## config.mk

```make
export PLATFORM = sky130hd
export DESIGN_NAME = cms_sequencer
export DESIGN_NICKNAME = d
export VERILOG_FILES = /design/src/rtl/cms_pkg.sv /design/src/rtl/cms_slot_if.sv /design/src/rtl/cms_slot_timer.sv /design/src/rtl/cms_sequencer.sv
export VERILOG_INCLUDE_DIRS = /design/src /design/src/rtl
export SDC_FILE = /design/constraint.sdc
export NUM_CORES = 1
export LEC_CHECK = 0
export ABC_AREA = 1
export BUFFER_PORTS_ARGS = -buffer_cell sky130_fd_sc_hd__buf_4
export CORE_UTILIZATION = 30
export DETAILED_ROUTE_END_ITERATION = 10
export SYNTH_ARGS = -nofsm -noshare
export SYNTH_HDL_FRONTEND = slang
export SYNTH_HIERARCHICAL = 1
export SYNTH_SLANG_ARGS = --single-unit
```

## constraint.sdc

```tcl
create_clock -name i_core_clk -period 3.4 [get_ports i_core_clk]
set_clock_uncertainty 0.1 [all_clocks]
set_input_delay 0.51 -clock i_core_clk [delete_from_list [all_inputs] [get_ports i_core_clk]]
set_output_delay 0.51 -clock i_core_clk [all_outputs]
set_load 0.01 [all_outputs]
```

## src/rtl/cms_cfg.svh

```systemverilog
// timing counts and field constants for the cell monitor conversion sequencer
`ifndef CMS_CFG_SVH
`define CMS_CFG_SVH
`define CMS_CLK_MHZ 50
`define CMS_CHAN_NS 1000
`define CMS_CHAN_CYC ((`CMS_CHAN_NS * `CMS_CLK_MHZ + 999) / 1000)
`define CMS_SEL_ALL 2'h0
`define CMS_SEL_ODD 2'h1
`define CMS_SEL_CELLS 2'h2
`define CMS_SEL_SELFTEST 2'h3
`define CMS_FIRST_CH 4'h0
`define CMS_LAST_CELL 4'h5
`define CMS_LAST_CH 4'hb
`define CMS_CODE_W 12
`endif

```

## src/rtl/cms_pkg.sv

```systemverilog
// types shared by the conversion sequencer modules
package cms_pkg;
    typedef enum logic [1:0] {
        CMS_IDLE = 2'b00,
        CMS_ACQ = 2'b01,
        CMS_CONV = 2'b10
    } cms_state_t;
endpackage : cms_pkg

```

## src/rtl/cms_slot_if.sv

```systemverilog
// channel slot bus between the sequencer and its timer
`timescale 1ns/1ns
interface cms_slot_if;
    logic start;
    logic done;
    modport seq (output start, input done);
    modport tmr (input start, output done);
endinterface : cms_slot_if

```

## src/rtl/cms_slot_timer.sv

```systemverilog
// per-channel acquire plus convert slot timer
`timescale 1ns/1ns
`include "cms_cfg.svh"
module cms_slot_timer import cms_pkg::*; #(
    parameter int CYC = `CMS_CHAN_CYC
) (
    input wire logic i_core_clk,
    input wire logic i_reset_n,
    input wire logic i_ce,
    cms_slot_if.tmr slot
);
    typedef struct packed {
        logic [7:0] cnt;
        logic busy;
        logic done;
    } cms_tmr_t;
    cms_tmr_t s_q, s_d;
    // count out one channel slot, done pulses on the last cycle
    always_comb begin
        s_d = s_q;
        s_d.done = 1'b0;
        if (slot.start) begin
            s_d.busy = 1'b1;
            s_d.cnt = 8'(CYC - 1);
        end else if (s_q.busy) begin
            if (s_q.cnt == 8'h01) begin
                s_d.busy = 1'b0;
                s_d.done = 1'b1;
            end
            s_d.cnt = s_q.cnt - 8'h01;
        end
    end
    always_ff @(posedge i_core_clk) begin
        if (!i_reset_n) begin
            s_q <= '0;
        end else if (i_ce) begin
            s_q <= s_d;
        end
    end
    assign slot.done = s_q.done;
endmodule : cms_slot_timer

```

## src/rtl/cms_sequencer.sv

```systemverilog
// conversion sequencer for a six-cell monitor with auxiliary inputs
`timescale 1ns/1ns
`include "cms_cfg.svh"
module cms_sequencer import cms_pkg::*; #(
    parameter int CW = `CMS_CODE_W
) (
    input wire logic i_core_clk,
    input wire logic i_reset_n,
    input wire logic i_ce,
    input wire logic i_convert_start_n,
    input wire logic i_serial_start,
    input wire logic i_use_serial_start,
    input wire logic [1:0] i_channel_select_field,
    input wire logic [CW-1:0] i_adc_code,
    output logic o_busy,
    output logic o_seq_done,
    output logic o_sample,
    output logic [2:0] o_tap_hi,
    output logic [2:0] o_tap_lo,
    output logic o_aux_sel,
    output logic [2:0] o_temp_sense_sel,
    output logic [CW-1:0] o_result [12],
    output logic [11:0] o_result_valid
);
    typedef struct packed {
        logic [1:0] pin_sync;
        logic pin_prev;
        cms_state_t st;
        logic [3:0] ch;
        logic busy;
        logic seq_done;
        logic sample;
        logic [2:0] tap_hi;
        logic [2:0] tap_lo;
        logic aux_sel;
        logic [2:0] aux_idx;
        logic [11:0] valid;
    } cms_seq_t;
    cms_seq_t s_q, s_d;
    logic [CW-1:0] res_q [12];
    logic start_req;
    logic wr_en;
    cms_slot_if slot ();
    cms_slot_timer u_timer (
        .i_core_clk(i_core_clk),
        .i_reset_n(i_reset_n),
        .i_ce(i_ce),
        .slot(slot.tmr)
    );
    // next channel index after ch for the given selection, or an index past the last channel at end
    function automatic logic [3:0] next_ch(input logic [3:0] ch, input logic [1:0] sel);
        logic [3:0] n;
        n = ch + 4'h1;
        if (sel == `CMS_SEL_CELLS && ch == `CMS_LAST_CELL) n = `CMS_LAST_CH + 4'h1;
        if (sel == `CMS_SEL_ODD && ch > `CMS_LAST_CELL) n = ch + 4'h2;
        return n;
    endfunction : next_ch
    // channel index to mux setting: 0..5 cells 6..1, 6..11 aux 1..6
    function automatic logic [6:0] mux_of(input logic [3:0] ch);
        logic [2:0] hi;
        hi = 3'h6 - ch[2:0];
        if (ch > `CMS_LAST_CELL) return {1'b1, 3'(ch - 4'h6), hi};
        return {1'b0, 3'h0, hi};
    endfunction : mux_of
    // pin start takes only when selected; falling edge on the synced pin
    assign start_req = i_use_serial_start ? i_serial_start
        : (s_q.pin_prev && !s_q.pin_sync[1]);
    assign slot.start = s_d.st == CMS_ACQ && s_q.st != CMS_ACQ
        || (s_q.st == CMS_CONV && slot.done && s_d.st == CMS_ACQ);
    assign wr_en = s_q.st == CMS_CONV && slot.done;
    // sequence engine; timer done stands for the internal end of conversion
    always_comb begin
        logic [6:0] m;
        logic [3:0] n;
        m = '0;
        n = next_ch(s_q.ch, i_channel_select_field);
        s_d = s_q;
        s_d.pin_sync = {s_q.pin_sync[0], i_convert_start_n};
        s_d.pin_prev = s_q.pin_sync[1];
        s_d.seq_done = 1'b0;
        case (s_q.st)
            CMS_IDLE: begin
                // self-test code has no sequence here; it is simply not started
                if (start_req && i_channel_select_field != `CMS_SEL_SELFTEST) begin
                    s_d.st = CMS_ACQ;
                    s_d.ch = `CMS_FIRST_CH;
                    s_d.busy = 1'b1;
                    s_d.valid = '0;
                end
            end
            CMS_ACQ: begin
                s_d.st = CMS_CONV;
                s_d.sample = 1'b1;
            end
            CMS_CONV: begin
                if (slot.done) begin
                    s_d.sample = 1'b0;
                    s_d.valid[s_q.ch] = 1'b1;
                    if (n > `CMS_LAST_CH) begin
                        s_d.st = CMS_IDLE;
                        s_d.ch = `CMS_FIRST_CH;
                        s_d.busy = 1'b0;
                        s_d.seq_done = 1'b1;
                    end else begin
                        s_d.st = CMS_ACQ;
                        s_d.ch = n;
                    end
                end
            end
            default: begin
                s_d.st = CMS_IDLE;
            end
        endcase
        m = mux_of(s_d.ch);
        s_d.aux_sel = m[6];
        s_d.aux_idx = m[5:3];
        s_d.tap_hi = s_d.aux_sel ? 3'h6 : m[2:0];
        s_d.tap_lo = s_d.aux_sel ? 3'h5 : m[2:0] - 3'h1;
    end
    always_ff @(posedge i_core_clk) begin
        if (!i_reset_n) begin
            s_q <= '{pin_sync: 2'h3, pin_prev: 1'b1, st: CMS_IDLE, tap_hi: 3'h6,
                     tap_lo: 3'h5, default: '0};
        end else if (i_ce) begin
            s_q <= s_d;
        end
    end
    // result store; straight binary code is taken as delivered
    always_ff @(posedge i_core_clk) begin
        if (!i_reset_n) begin
            res_q <= '{default: '0};
        end else if (i_ce && wr_en) begin
            res_q[s_q.ch] <= i_adc_code;
        end
    end
    assign o_busy = s_q.busy;
    assign o_seq_done = s_q.seq_done;
    assign o_sample = s_q.sample;
    assign o_tap_hi = s_q.tap_hi;
    assign o_tap_lo = s_q.tap_lo;
    assign o_aux_sel = s_q.aux_sel;
    assign o_temp_sense_sel = s_q.aux_idx;
    assign o_result = res_q;
    assign o_result_valid = s_q.valid;

    int slot_len;
    always_ff @(posedge i_core_clk) begin
        if (!i_reset_n || s_q.st == CMS_IDLE) slot_len <= 0;
        else if (i_ce && s_q.st == CMS_ACQ) slot_len <= 1;
        else if (i_ce) slot_len <= slot_len + 1;
    end
    a_slot_min: assert property (@(posedge i_core_clk) disable iff (!i_reset_n)
        (wr_en && i_ce) |-> slot_len >= `CMS_CHAN_CYC - 1)
        else $error("channel slot shorter than minimum");
    a_first_cell: assert property (@(posedge i_core_clk) disable iff (!i_reset_n)
        (s_q.st == CMS_IDLE && s_d.st == CMS_ACQ && i_ce) |=> (o_tap_hi == 3'h6 &&
        o_tap_lo == 3'h5 && !o_aux_sel))
        else $error("sequence did not begin on cell 6");
    a_park_idle: assert property (@(posedge i_core_clk) disable iff (!i_reset_n)
        $fell(o_busy) |-> (o_tap_hi == 3'h6 && o_tap_lo == 3'h5 && !o_aux_sel))
        else $error("mux not parked on cell 6");
    a_adjacent: assert property (@(posedge i_core_clk) disable iff (!i_reset_n)
        !o_aux_sel |-> o_tap_hi == o_tap_lo + 3'h1)
        else $error("taps not adjacent");
    a_cells_only: assert property (@(posedge i_core_clk) disable iff (!i_reset_n)
        (i_channel_select_field == `CMS_SEL_CELLS) |-> !o_aux_sel)
        else $error("aux selected in cells-only mode");
    a_odd_aux: assert property (@(posedge i_core_clk) disable iff (!i_reset_n)
        (i_channel_select_field == `CMS_SEL_ODD && o_aux_sel) |-> !o_temp_sense_sel[0])
        else $error("even aux converted in odd mode");
    // a start seen mid-slot must leave the engine running on the same channel
    a_busy_ignore: assert property (@(posedge i_core_clk) disable iff (!i_reset_n)
        (s_q.st != CMS_IDLE && !wr_en && start_req && i_ce)
        |=> (s_q.st != CMS_IDLE && $stable(s_q.ch)))
        else $error("sequence restarted while busy");
    a_store: assert property (@(posedge i_core_clk) disable iff (!i_reset_n)
        (wr_en && i_ce) |=> o_result[$past(s_q.ch)] == $past(i_adc_code))
        else $error("code not stored in channel register");
    a_done_pulse: assert property (@(posedge i_core_clk) disable iff (!i_reset_n)
        o_seq_done |-> !o_busy && $past(o_busy))
        else $error("done without a running sequence");
    a_pin_start: assert property (@(posedge i_core_clk) disable iff (!i_reset_n)
        (i_use_serial_start && s_q.st == CMS_IDLE && !i_serial_start && i_ce)
        |=> s_q.st == CMS_IDLE)
        else $error("pin start taken in serial mode");
    c_restart_ignored: cover property (@(posedge i_core_clk)
        s_q.st != CMS_IDLE && !wr_en && start_req && i_ce);
    c_full_seq: cover property (@(posedge i_core_clk) o_seq_done && o_result_valid == 12'hfff);
    c_cells_seq: cover property (@(posedge i_core_clk) o_seq_done && o_result_valid == 12'h03f);
    c_odd_seq: cover property (@(posedge i_core_clk) o_seq_done && o_result_valid == 12'h57f);
endmodule : cms_sequencer

```

-- Word-level counts from Yosys, hierarchy flattened
Cells that the tools add are included.
Widths: inputs -> output; s select.
- logic and storage cells: 102
- register bits: 188
- bitwise gates (word level): 2
- magnitude comparators: 7
- equality and inequality tests: 12
- reduce and logical (&&, ||, !) cells: 20
- $add $sub $neg: 6
- muxes and demuxes: 28
- operators by type and width (operator ; count):
    $bwmux 144 ; 1
    $demux 12 s4 ; 1
    $mux 12 ; 3
    $pmux 12 s2 ; 1
    $mux 7 ; 3
    $mux 9 ; 2
    $or 12x12->12 ; 1
    $logic_and 1x1->1 ; 10
    $mux 10 ; 1
    $pmux 5 s2 ; 1
    $eq 8x1->1 const B ; 1
    $gt 4x3->1 const B ; 2
    $mux 4 ; 2
    $sub 8x1->8 const B ; 1
    $eq 2x1->1 const B ; 3
    $mux 3 ; 2
    $ne 2x1->1 const B ; 3
    $pmux 2 s3 ; 1
    $reduce_bool 2->1 ; 3
    $ge 5x5->1 const B ; 1
    $lt 4x5->1 const B ; 1
    $lt 5x1->1 const B ; 1
    $mux 1 ; 5
    $mux 5 ; 1
    other kinds (21) ; 24

-- Depth between registers and ports, before layout
Gate-level depths: netlist of run 1.
- depth after elaboration: 13
- gate-level depth with buffers: 19
- depth with buffers taken out: 19

-- Cells and area by module
Netlist of run 1, hierarchy kept.
- modules (own cells, without submodules) (module ; cells each ; times used ; area an instance (um^2) ; seq. area each (um^2)):
    cms_sequencer ; 961 ; 1 ; 7169.4 ; 3563.4
    cms_slot_timer ; 81 ; 1 ; 545.5 ; 200.2

-- Worst setup path after synthesis of run 1
OpenSTA, ideal clock, no wires.
- kind: register to register
- start: register s_q[25] (netlist bit)
- end: register s_q, in the netlist o_tap_hi[0]
- path buffers: 0
- cell stages (with the launch flop): 20
- clock period less this slack: 2338 ps
- path slack: 1062 ps
- arrival: 2125 ps
- cells stage by stage: dfxtp_1 inv_1 ha_1 inv_1 nand2_1 nand2_2 nand3_2 nand2_1 nand2_2 nand2_2 nand2_2 nand2_4 inv_1 ha_1 nor2_1 nand2_1 nand2_4 nand2_4 nand2_1 nor2_1
- RTL lines (what ; line ; RTL):
    from (decl) ; cms_sequencer.sv:39 ; cms_seq_t s_q, s_d;
    from (signal assigned) ; cms_sequencer.sv:122 ; s_q <= '{pin_sync: 2'h3, pin_prev: 1'b1, st: CMS_IDLE, tap_hi: 3'h6,

==> run summary, run 1 <==
The repair_antennas step left the layout with diodes totalling 0. Once detailed placement completed, the half-perimeter wirelength came to 16.2 mm. The share of post-route cells with drive strength above 1 was 0.223; the pin count of the biggest net entering global routing was 94.

The register bit total from synthesis is 188. TritonCTS built the clock tree. From bottom edge to top edge, the die measures 162 um. For this run the aggregate overflow at the end of global routing stands at 0. The fraction of power consumed by sequential logic came out at 0.499. Most area-hungry cell type in the Yosys netlist: sky130_fd_sc_hd__dfxtp_1.

The post-synthesis cell type count was 34; the hold buffer count at CTS was 0. IR analysis of the VDD net gives a maximum drop of 0.236 mV. The clock passes through at most 2 buffers. The floorplan step set the die width to 162 um.

Clock-pin slew was measured on the worst setup and hold paths at 0.07 ns. Clock tree synthesis found a total of 188 sinks. For the proportion of power drawn by the clock network, the log shows 0.445.

Data on the critical path arrives at its endpoint at 2.89 ns. Yosys printed 6 warnings. The maximum fanout count along the critical path is 12. For this block, the initial DRC count from the detailed router was 564. Yosys attributes the largest share of cell area to sky130_fd_sc_hd__dfxtp_1 (49%), sky130_fd_sc_hd__nor2_1 (16%), sky130_fd_sc_hd__o21ai_0 (9.7%). The clock tree synthesis step divided the H-tree into 4 levels. Number of DRC violations after detailed routing: 0. The count of nets left with antenna violations after detail routing was 0; the effective utilization at floorplan was 0.306. The worst setup path is launched from a flip-flop.

The run finished with clean final reports. The synthesized netlist occupies a cell area of 7710 um^2. The smallest clock period supported by the final layout is computed as 2.66 ns.

Cell internal power was estimated by the tool at 3.34 mW. For the number of nets in the synthesized netlist, the log shows 1073. The total of fill cells in the finished design was 2658. Summing internal, switching and leakage power gives 4.48 mW. Setup repair after global routing left no endpoint under its margin. The logs give 1042 for the number of instances in the synthesized netlist and 189 for the number of I/O pins. Class of the most critical hold timing path: in2reg. The logs give 6581 for the via count of the first global-routing pass and 1.14 mW for the net load switching power.

Before antenna repair, the detailed router went through 5 iterations. The number of buffer cells added on primary ports came out at 188. Clock latency on the worst-skew pair, taken at its later pin, is 0.43 ns. Summing all multi-input logic gate instances after layout gives 3160 um^2. The logs give 26400 um^2 for the die area and 58 for the number of core rows.

For this run, the post-layout net count is 1209. The weighted congestion reported at the end of routability-driven placement was 0.825. In the final timing run, aggregate negative setup slack is 0 ns. Power spread over the standard cell area amounts to 461 nW/um^2.

The logs give 0 for the post-cts gate resize count and 0 for the total setup violations reported at the end of the flow. The tools report the master cell of the clock root buffer as sky130_fd_sc_hd__clkbuf_16. The detailed-route vias per instance is 4.58, and the post-route clock period utilization is 0.782.

The layout overhead on the synthesized area came out at 26.0%. Max-cap violations in this run came to 0. The routed wire length per instance was 15.8 um; the detailed-route wire length was 24.0 mm. The top achievable clock speed was 0.376 GHz; the total count of hold-check failures in the final report was 0. The top cell type's share of synthesized area was 0.488; the core footprint was 25200 um^2. The global-route usage over all layers was 0.185; the switching portion of total power was 0.255.

Kind of critical path: reg2reg. The static leakage is 4.22 nW. The worst setup path is captured at a flip-flop. The logs give 0.056 for the proportion of power drawn by combinational gates and 6966 for the total vias in the final route. The flip-flop and latch area is 3760 um^2, and the critical path required time is 3.63 ns. The number of buffers inserted to repair setup after CTS was 0; the slew at the pin with the worst max-slew slack was 0.662 ns.

The tools report the initial antenna violation count as 2. The tools report the sequential area share after synthesis as 0.488. The mean post-synth cell area is 7.40 um^2, and the worst-case headroom to the max-slew limit is 0.559. The number of pins exceeding their max-slew limit in the final report is 0, and the number of clock buffers inserted by TritonCTS is 17.

The first global-routing pass estimated 36.9 mm of wire.
[area by class of cell]
cell class                 count  share of cell area
sequential                   188               0.387
clock buffer                  18              0.0442
clock inverter                13              0.0152
inverter                      74              0.0291
multi-input combinational    696               0.325
timing repair buffer         201               0.157
tap                          330              0.0425
[registers in the layout, summed over array words and instances (netlist names)]
name	count
u_timer/s_q	9
u_timer/slot.done	1
s_d	2
o_tap_hi	3
o_tap_lo	3
o_seq_done	1
o_result_valid	12
o_result	144
s_q	7
o_temp_sense_sel	3
o_sample	1
o_aux_sel	1
o_busy	1
[cell families (layout without fill, tap and decap cells)]
group	Yosys count	after routing	share of synthesized area
AOI/OAI and AO/OA	189	189	0.128
xor gates and xnor gates	2	2	0.00227
adders and majority gates	11	11	0.0178
buffers and inverters	158	306	0.102
DFF	188	188	0.488
and+or+nand+nor	494	494	0.262
[synth_stat cells]
cell type	instances
sky130_fd_sc_hd__clkbuf_1	37
sky130_fd_sc_hd__nor2_2	7
sky130_fd_sc_hd__inv_6	1
sky130_fd_sc_hd__buf_1	1
sky130_fd_sc_hd__clkbuf_8	4
sky130_fd_sc_hd__inv_2	1
sky130_fd_sc_hd__nor3b_2	1
sky130_fd_sc_hd__nor2_1	328
sky130_fd_sc_hd__inv_1	72
sky130_fd_sc_hd__xor2_1	2
sky130_fd_sc_hd__nand3_2	4
sky130_fd_sc_hd__nand2_4	3
sky130_fd_sc_hd__o211a_1	1
sky130_fd_sc_hd__buf_6	3
sky130_fd_sc_hd__dfxtp_1	188
sky130_fd_sc_hd__o21ai_1	2
sky130_fd_sc_hd__a22oi_1	2
sky130_fd_sc_hd__a31oi_1	1
sky130_fd_sc_hd__nand3b_1	1
sky130_fd_sc_hd__a21oi_2	4
sky130_fd_sc_hd__nand4_1	8
sky130_fd_sc_hd__nand2_2	10
sky130_fd_sc_hd__o211ai_1	1
sky130_fd_sc_hd__nand2_1	101
sky130_fd_sc_hd__o21ai_0	149
sky130_fd_sc_hd__buf_4	32
sky130_fd_sc_hd__buf_2	7
sky130_fd_sc_hd__nand3_1	26
sky130_fd_sc_hd__ha_1	11
sky130_fd_sc_hd__nor3_1	4
sky130_fd_sc_hd__nor2_4	1
sky130_fd_sc_hd__o21ai_2	2
sky130_fd_sc_hd__a21oi_1	26
sky130_fd_sc_hd__a21boi_0	1
[final timing paths]
kind	startpoint	endpoint	slack, ns	cells after the start
worst max-delay path	s_q[26]	o_tap_hi[0]	0.74	17
worst min-delay path	i_convert_start_n	s_d[33]	0.18	3
worst max register to register	s_q[26]	o_tap_hi[0]	0.74	17
worst min register to register	o_result_valid[8]	o_result_valid[8]	0.35	2
[cells in the final DEF (no fill, tap or decap), drive strengths merged, types with 3 or more instances in the layout]
cell type  instances
ha                11
nand4              8
dfxtp            188
clkbuf            18
nor3               4
nand2            114
buf              201
nand3             30
clkinv             3
a21oi             30
inv               82
nor2             336
o21ai            153
[worst max-delay path: stages, from the launching register on]
cell,delay (ns)
sky130_fd_sc_hd__dfxtp_1,0.46
sky130_fd_sc_hd__inv_1,0.13
sky130_fd_sc_hd__ha_1,0.24
sky130_fd_sc_hd__nand3_2,0.22
sky130_fd_sc_hd__nand3_2,0.18
sky130_fd_sc_hd__nand2_1,0.12
sky130_fd_sc_hd__nand2_2,0.09
sky130_fd_sc_hd__nand2_2,0.12
sky130_fd_sc_hd__nand3_2,0.09
sky130_fd_sc_hd__nand2_1,0.12
sky130_fd_sc_hd__inv_1,0.06
sky130_fd_sc_hd__ha_1,0.17
sky130_fd_sc_hd__nor2_1,0.08
sky130_fd_sc_hd__nand2_1,0.09
sky130_fd_sc_hd__nand2_4,0.10
sky130_fd_sc_hd__nand2_4,0.08
sky130_fd_sc_hd__nand2_1,0.08
sky130_fd_sc_hd__nor2_1,0.04
[power by group through the flow]
stage | combinational [mW] | clock (mW) | sequential (mW)
3_3_place_gp | 0.250 | 0 | 2.28
3_5_place_dp | 0.251 | 0 | 2.28
2_1_floorplan | 0.167 | 0 | 2.28
6_report | 0.253 | 1.99 | 2.23
4_1_cts | 0.252 | 2.05 | 2.23
5_1_grt | 0.285 | 2.13 | 2.23
[routing by layer]
| layer | part of all wire | track usage |
|---|---|---|
| met2 | 0.46 | 0.305 |
| met4 | 0.0093 | 0.0467 |
| met5 | 0 | 0 |
| met1 | 0.47 | 0.243 |
| met3 | 0.058 | 0.0402 |
[through the flow]
step	hold slack (ns)	std cells	setup slack, ns	cell area (um^2)	util
detailed placement	0.344	1489	0.777	9140	0.363
global placement	0.340	1489	0.803	9140	0.363
CTS	0.162	1520	0.764	9720	0.386
finish	0.184	1520	0.742	9720	0.386
global route	0.187	1520	0.490	9720	0.386
floorplan	0.329	1042	1.06	7710	-
No activity file was read; power rests on OpenSTA's default activity.
==> run 2: changes to the inputs <==
==> constraint.sdc (replaced) <==
create_clock -name i_core_clk -period 2.2 [get_ports i_core_clk]
set_clock_uncertainty 0.1 [all_clocks]
set_input_delay 0.33 -clock i_core_clk [delete_from_list [all_inputs] [get_ports i_core_clk]]
set_output_delay 0.33 -clock i_core_clk [all_outputs]
set_load 0.01 [all_outputs]
==> run 2 against run 1 <==
Compared with the run above:
- the run now ends with negative setup slack left
- global-route usage is essentially flat
- total power up 59%
- maximum frequency rose by 19%
- critical path type unchanged
- highest routed layer unchanged
- combinational power up 74%
- die area is the same
==> run summary, run 2 (synthesis results as in run 1) <==
STA classifies the critical path startpoint as a flip-flop. For the worst IR drop on VDD, the log shows 0.345 mV (+46%). The total count of hold-check failures in the final report was 0 (unchanged); the post-layout instance count excluding filler cells was 1564 (+2.9%).

The least setup slack across all paths after layout is -0.0257 ns (-0.767 ns), and the detailed placement HPWL is 16.6 mm (+2.5%). For the count of nets left with antenna violations after detail routing, the log shows 0 (unchanged). The static leakage is 4.38 nW (+3.9%), and the final total power is 7.10 mW (+59%).

The slew at the pin with the worst max-slew slack was 0.473 ns (-0.188 ns). The tools report the type of destination of the critical path as a flip-flop. The total clock sinks is 188 (unchanged).

The aggregate negative setup slack came out at -0.0416 ns (-0.0416 ns). The post-route clock period utilization was 1.01 (+0.230); the arrival time at the worst endpoint was 2.45 ns (-0.44 ns). The final reports fail on negative setup slack. Setup repair after global routing could not meet its margin everywhere. Weighted congestion reported at the end of routability-driven placement: 0.868 (+5.3%). In the layout the commonest cells are sky130_fd_sc_hd__nor2_1 (327), sky130_fd_sc_hd__buf_4 (234), sky130_fd_sc_hd__dfxtp_1 (185). The tools report the number of core rows as 58 (unchanged).

The effective utilization at floorplan came out at 0.306 (unchanged). The power density over the cells was 684 nW/um^2 (+49%); the die span in y was 162 um (unchanged). Count of antenna diodes in the layout: 0 (unchanged). For the initial antenna violation count, the log shows 2 (unchanged). Via count of the first global-routing pass: 6693 (+1.7%). The maximum root-to-sink buffer count is 2 (unchanged), and the number of I/O pins is 189 (unchanged). The pin count of the biggest net entering global routing came out at 68 (-28%). For the core footprint, the log shows 25200 um^2 (unchanged). The path class of the tightest hold or removal check is in2reg. The run gives 668 (+18%) as the initial DRC count. Global-route wire length before repair: 37.0 mm (+0.26%). The detailed-route vias per instance was 4.58 (about the same); the worst hold margin was 0.140 ns (-0.0440 ns). The logs give 4 (unchanged) for the maximum level of the CTS H-tree and 0 (unchanged) for the max-capacitance violation count.

The detailed-route wire length came out at 24.6 mm (+2.6%). The area after detailed placement is 9390 um^2 (+2.7%), and the number of DRC violations after detailed routing is 0 (unchanged). Traced cell by cell, the critical path runs through inv_4 -> ha_4 -> inv_2 -> nand2_2 -> nand2_4 -> buf_6 -> nand4_1 -> nand2_4 -> nand2_4 -> nand3_4 -> nand2_4 -> ha_4 -> nor2_1 -> nand2_1 -> nand2_4 -> nand2_8 -> nand2_2 -> nor2_1. The tools report the top achievable clock speed as 0.449 GHz (+19%). For the area of all placed cells without fillers, the log shows 10400 um^2 (+6.8%). The minimum clock period after layout came out at 2.23 ns (-0.433 ns). The setup path with the least slack is of type reg2reg. The first-pass iteration count of the detailed router came out at 5 (unchanged). The worst hold path depth works out to 2 (-1). The total vias in the final route is 7165 (+2.9%), and the layout overhead on the synthesized area is 34.5%. Total setup violations reported at the end of the flow: 3 (+3). The logs give 0.184 (-0.000290) for the global-route usage over all layers and 2.43 ns (-1.20 ns) for the critical path required time.

The stage delay of the slowest cell on the critical path is 0.39 ns (-0.07 ns). The total of fill cells in the finished design was 2579 (-3.0%). TritonCTS built the clock tree. The number of nets at the end of the flow was 1252 (+3.6%).

The slowest stage of the critical path is the sky130_fd_sc_hd__dfxtp_4 cell. For the number of pins exceeding their max-slew limit in the final report, the log shows 0 (unchanged). The master cell of the clock root buffer was sky130_fd_sc_hd__clkbuf_16. Routed wire length per instance: 15.7 um (-0.29%). Die area: 26400 um^2 (unchanged). The number of clock buffers inserted by TritonCTS came out at 17 (unchanged). The global route total overflow is 0 (unchanged), and the number of buffer cells added on primary ports is 188 (unchanged). The floorplan die width was 162 um (unchanged). The run finished, with violations left.

The number of flip-flops in the largest register is 144 (unchanged). The share of post-route cells with drive strength above 1 is 0.288 (+0.0658). The library cell used most frequently in the layout, excluding fill and tap cells, is sky130_fd_sc_hd__nor2_1. The worst-case headroom to the max-slew limit is 0.684 (+0.125). The clock insertion delay at the later pin of the skew report was 0.43 ns (about the same). Maximum fanout count along the critical path: 7 (-5). Number of cells on the worst reg-to-reg path: 18 (+1).

The run gives -0.166 ns (-0.943 ns) as the post-placement setup slack. The most numerous cell type found on the critical path is sky130_fd_sc_hd__nand2_4. The number of cells in the design after placement was 1519 (+2.0%); the CTS clock-pin slew for the worst setup and hold paths was 0.08 ns (about the same). For the post-layout utilization of the core, the log shows 0.412 (+0.0262).
## run 2: what timing repair did
action,4_1_cts,5_1_grt
resized for setup,14,55
hold buffers,1,0
setup endpoints to repair,15,97
endpoints found under the hold margin,1,0
buffers inserted,5,6
gates cloned,1,0
pin swaps,11,16
## run 2: worst max-delay path: cells and delay by family (launching register included)
kind / cells / cell delay, ns
buf+inv: 3 / 0.19
fa+ha+maj: 2 / 0.31
flops: 1 / 0.39
simple gates: 13 / 1.12
## run 2: layout make-up
type,count,area [um^2],share of cell area
repair buffers,243,1870,0.181
inverters,74,322,0.0310
flip-flops and latches,188,3770,0.363
clock inverters,15,196,0.0189
well taps,330,413,0.0398
multi-input cells,697,3380,0.325
clock buffers,17,425,0.0410
## run 2: path summary, 6_finish.rpt
check                                        from  slack [ns]                end
worst max-delay path                      s_q[25]       -0.03        o_tap_hi[0]
worst min-delay path                    i_reset_n        0.14            s_d[33]
worst max register to register            s_q[25]       -0.03        o_tap_hi[0]
worst min register to register  o_result_valid[9]        0.35  o_result_valid[9]
## run 2: report_power, final
group	switching [mW]	internal, mW	leakage, nW	total, mW
combinational	0.298	0.143	2.57	0.441
clock	1.56	1.65	0.298	3.21
sequential	0.0225	3.43	1.52	3.45
total	1.88	5.22	4.38	7.10
## run 2: layer usage
layer,GRT usage,part of all wire
met1,0.243,0.47
met2,0.308,0.47
met3,0.0357,0.052
met4,0.0450,0.013
met5,0,0
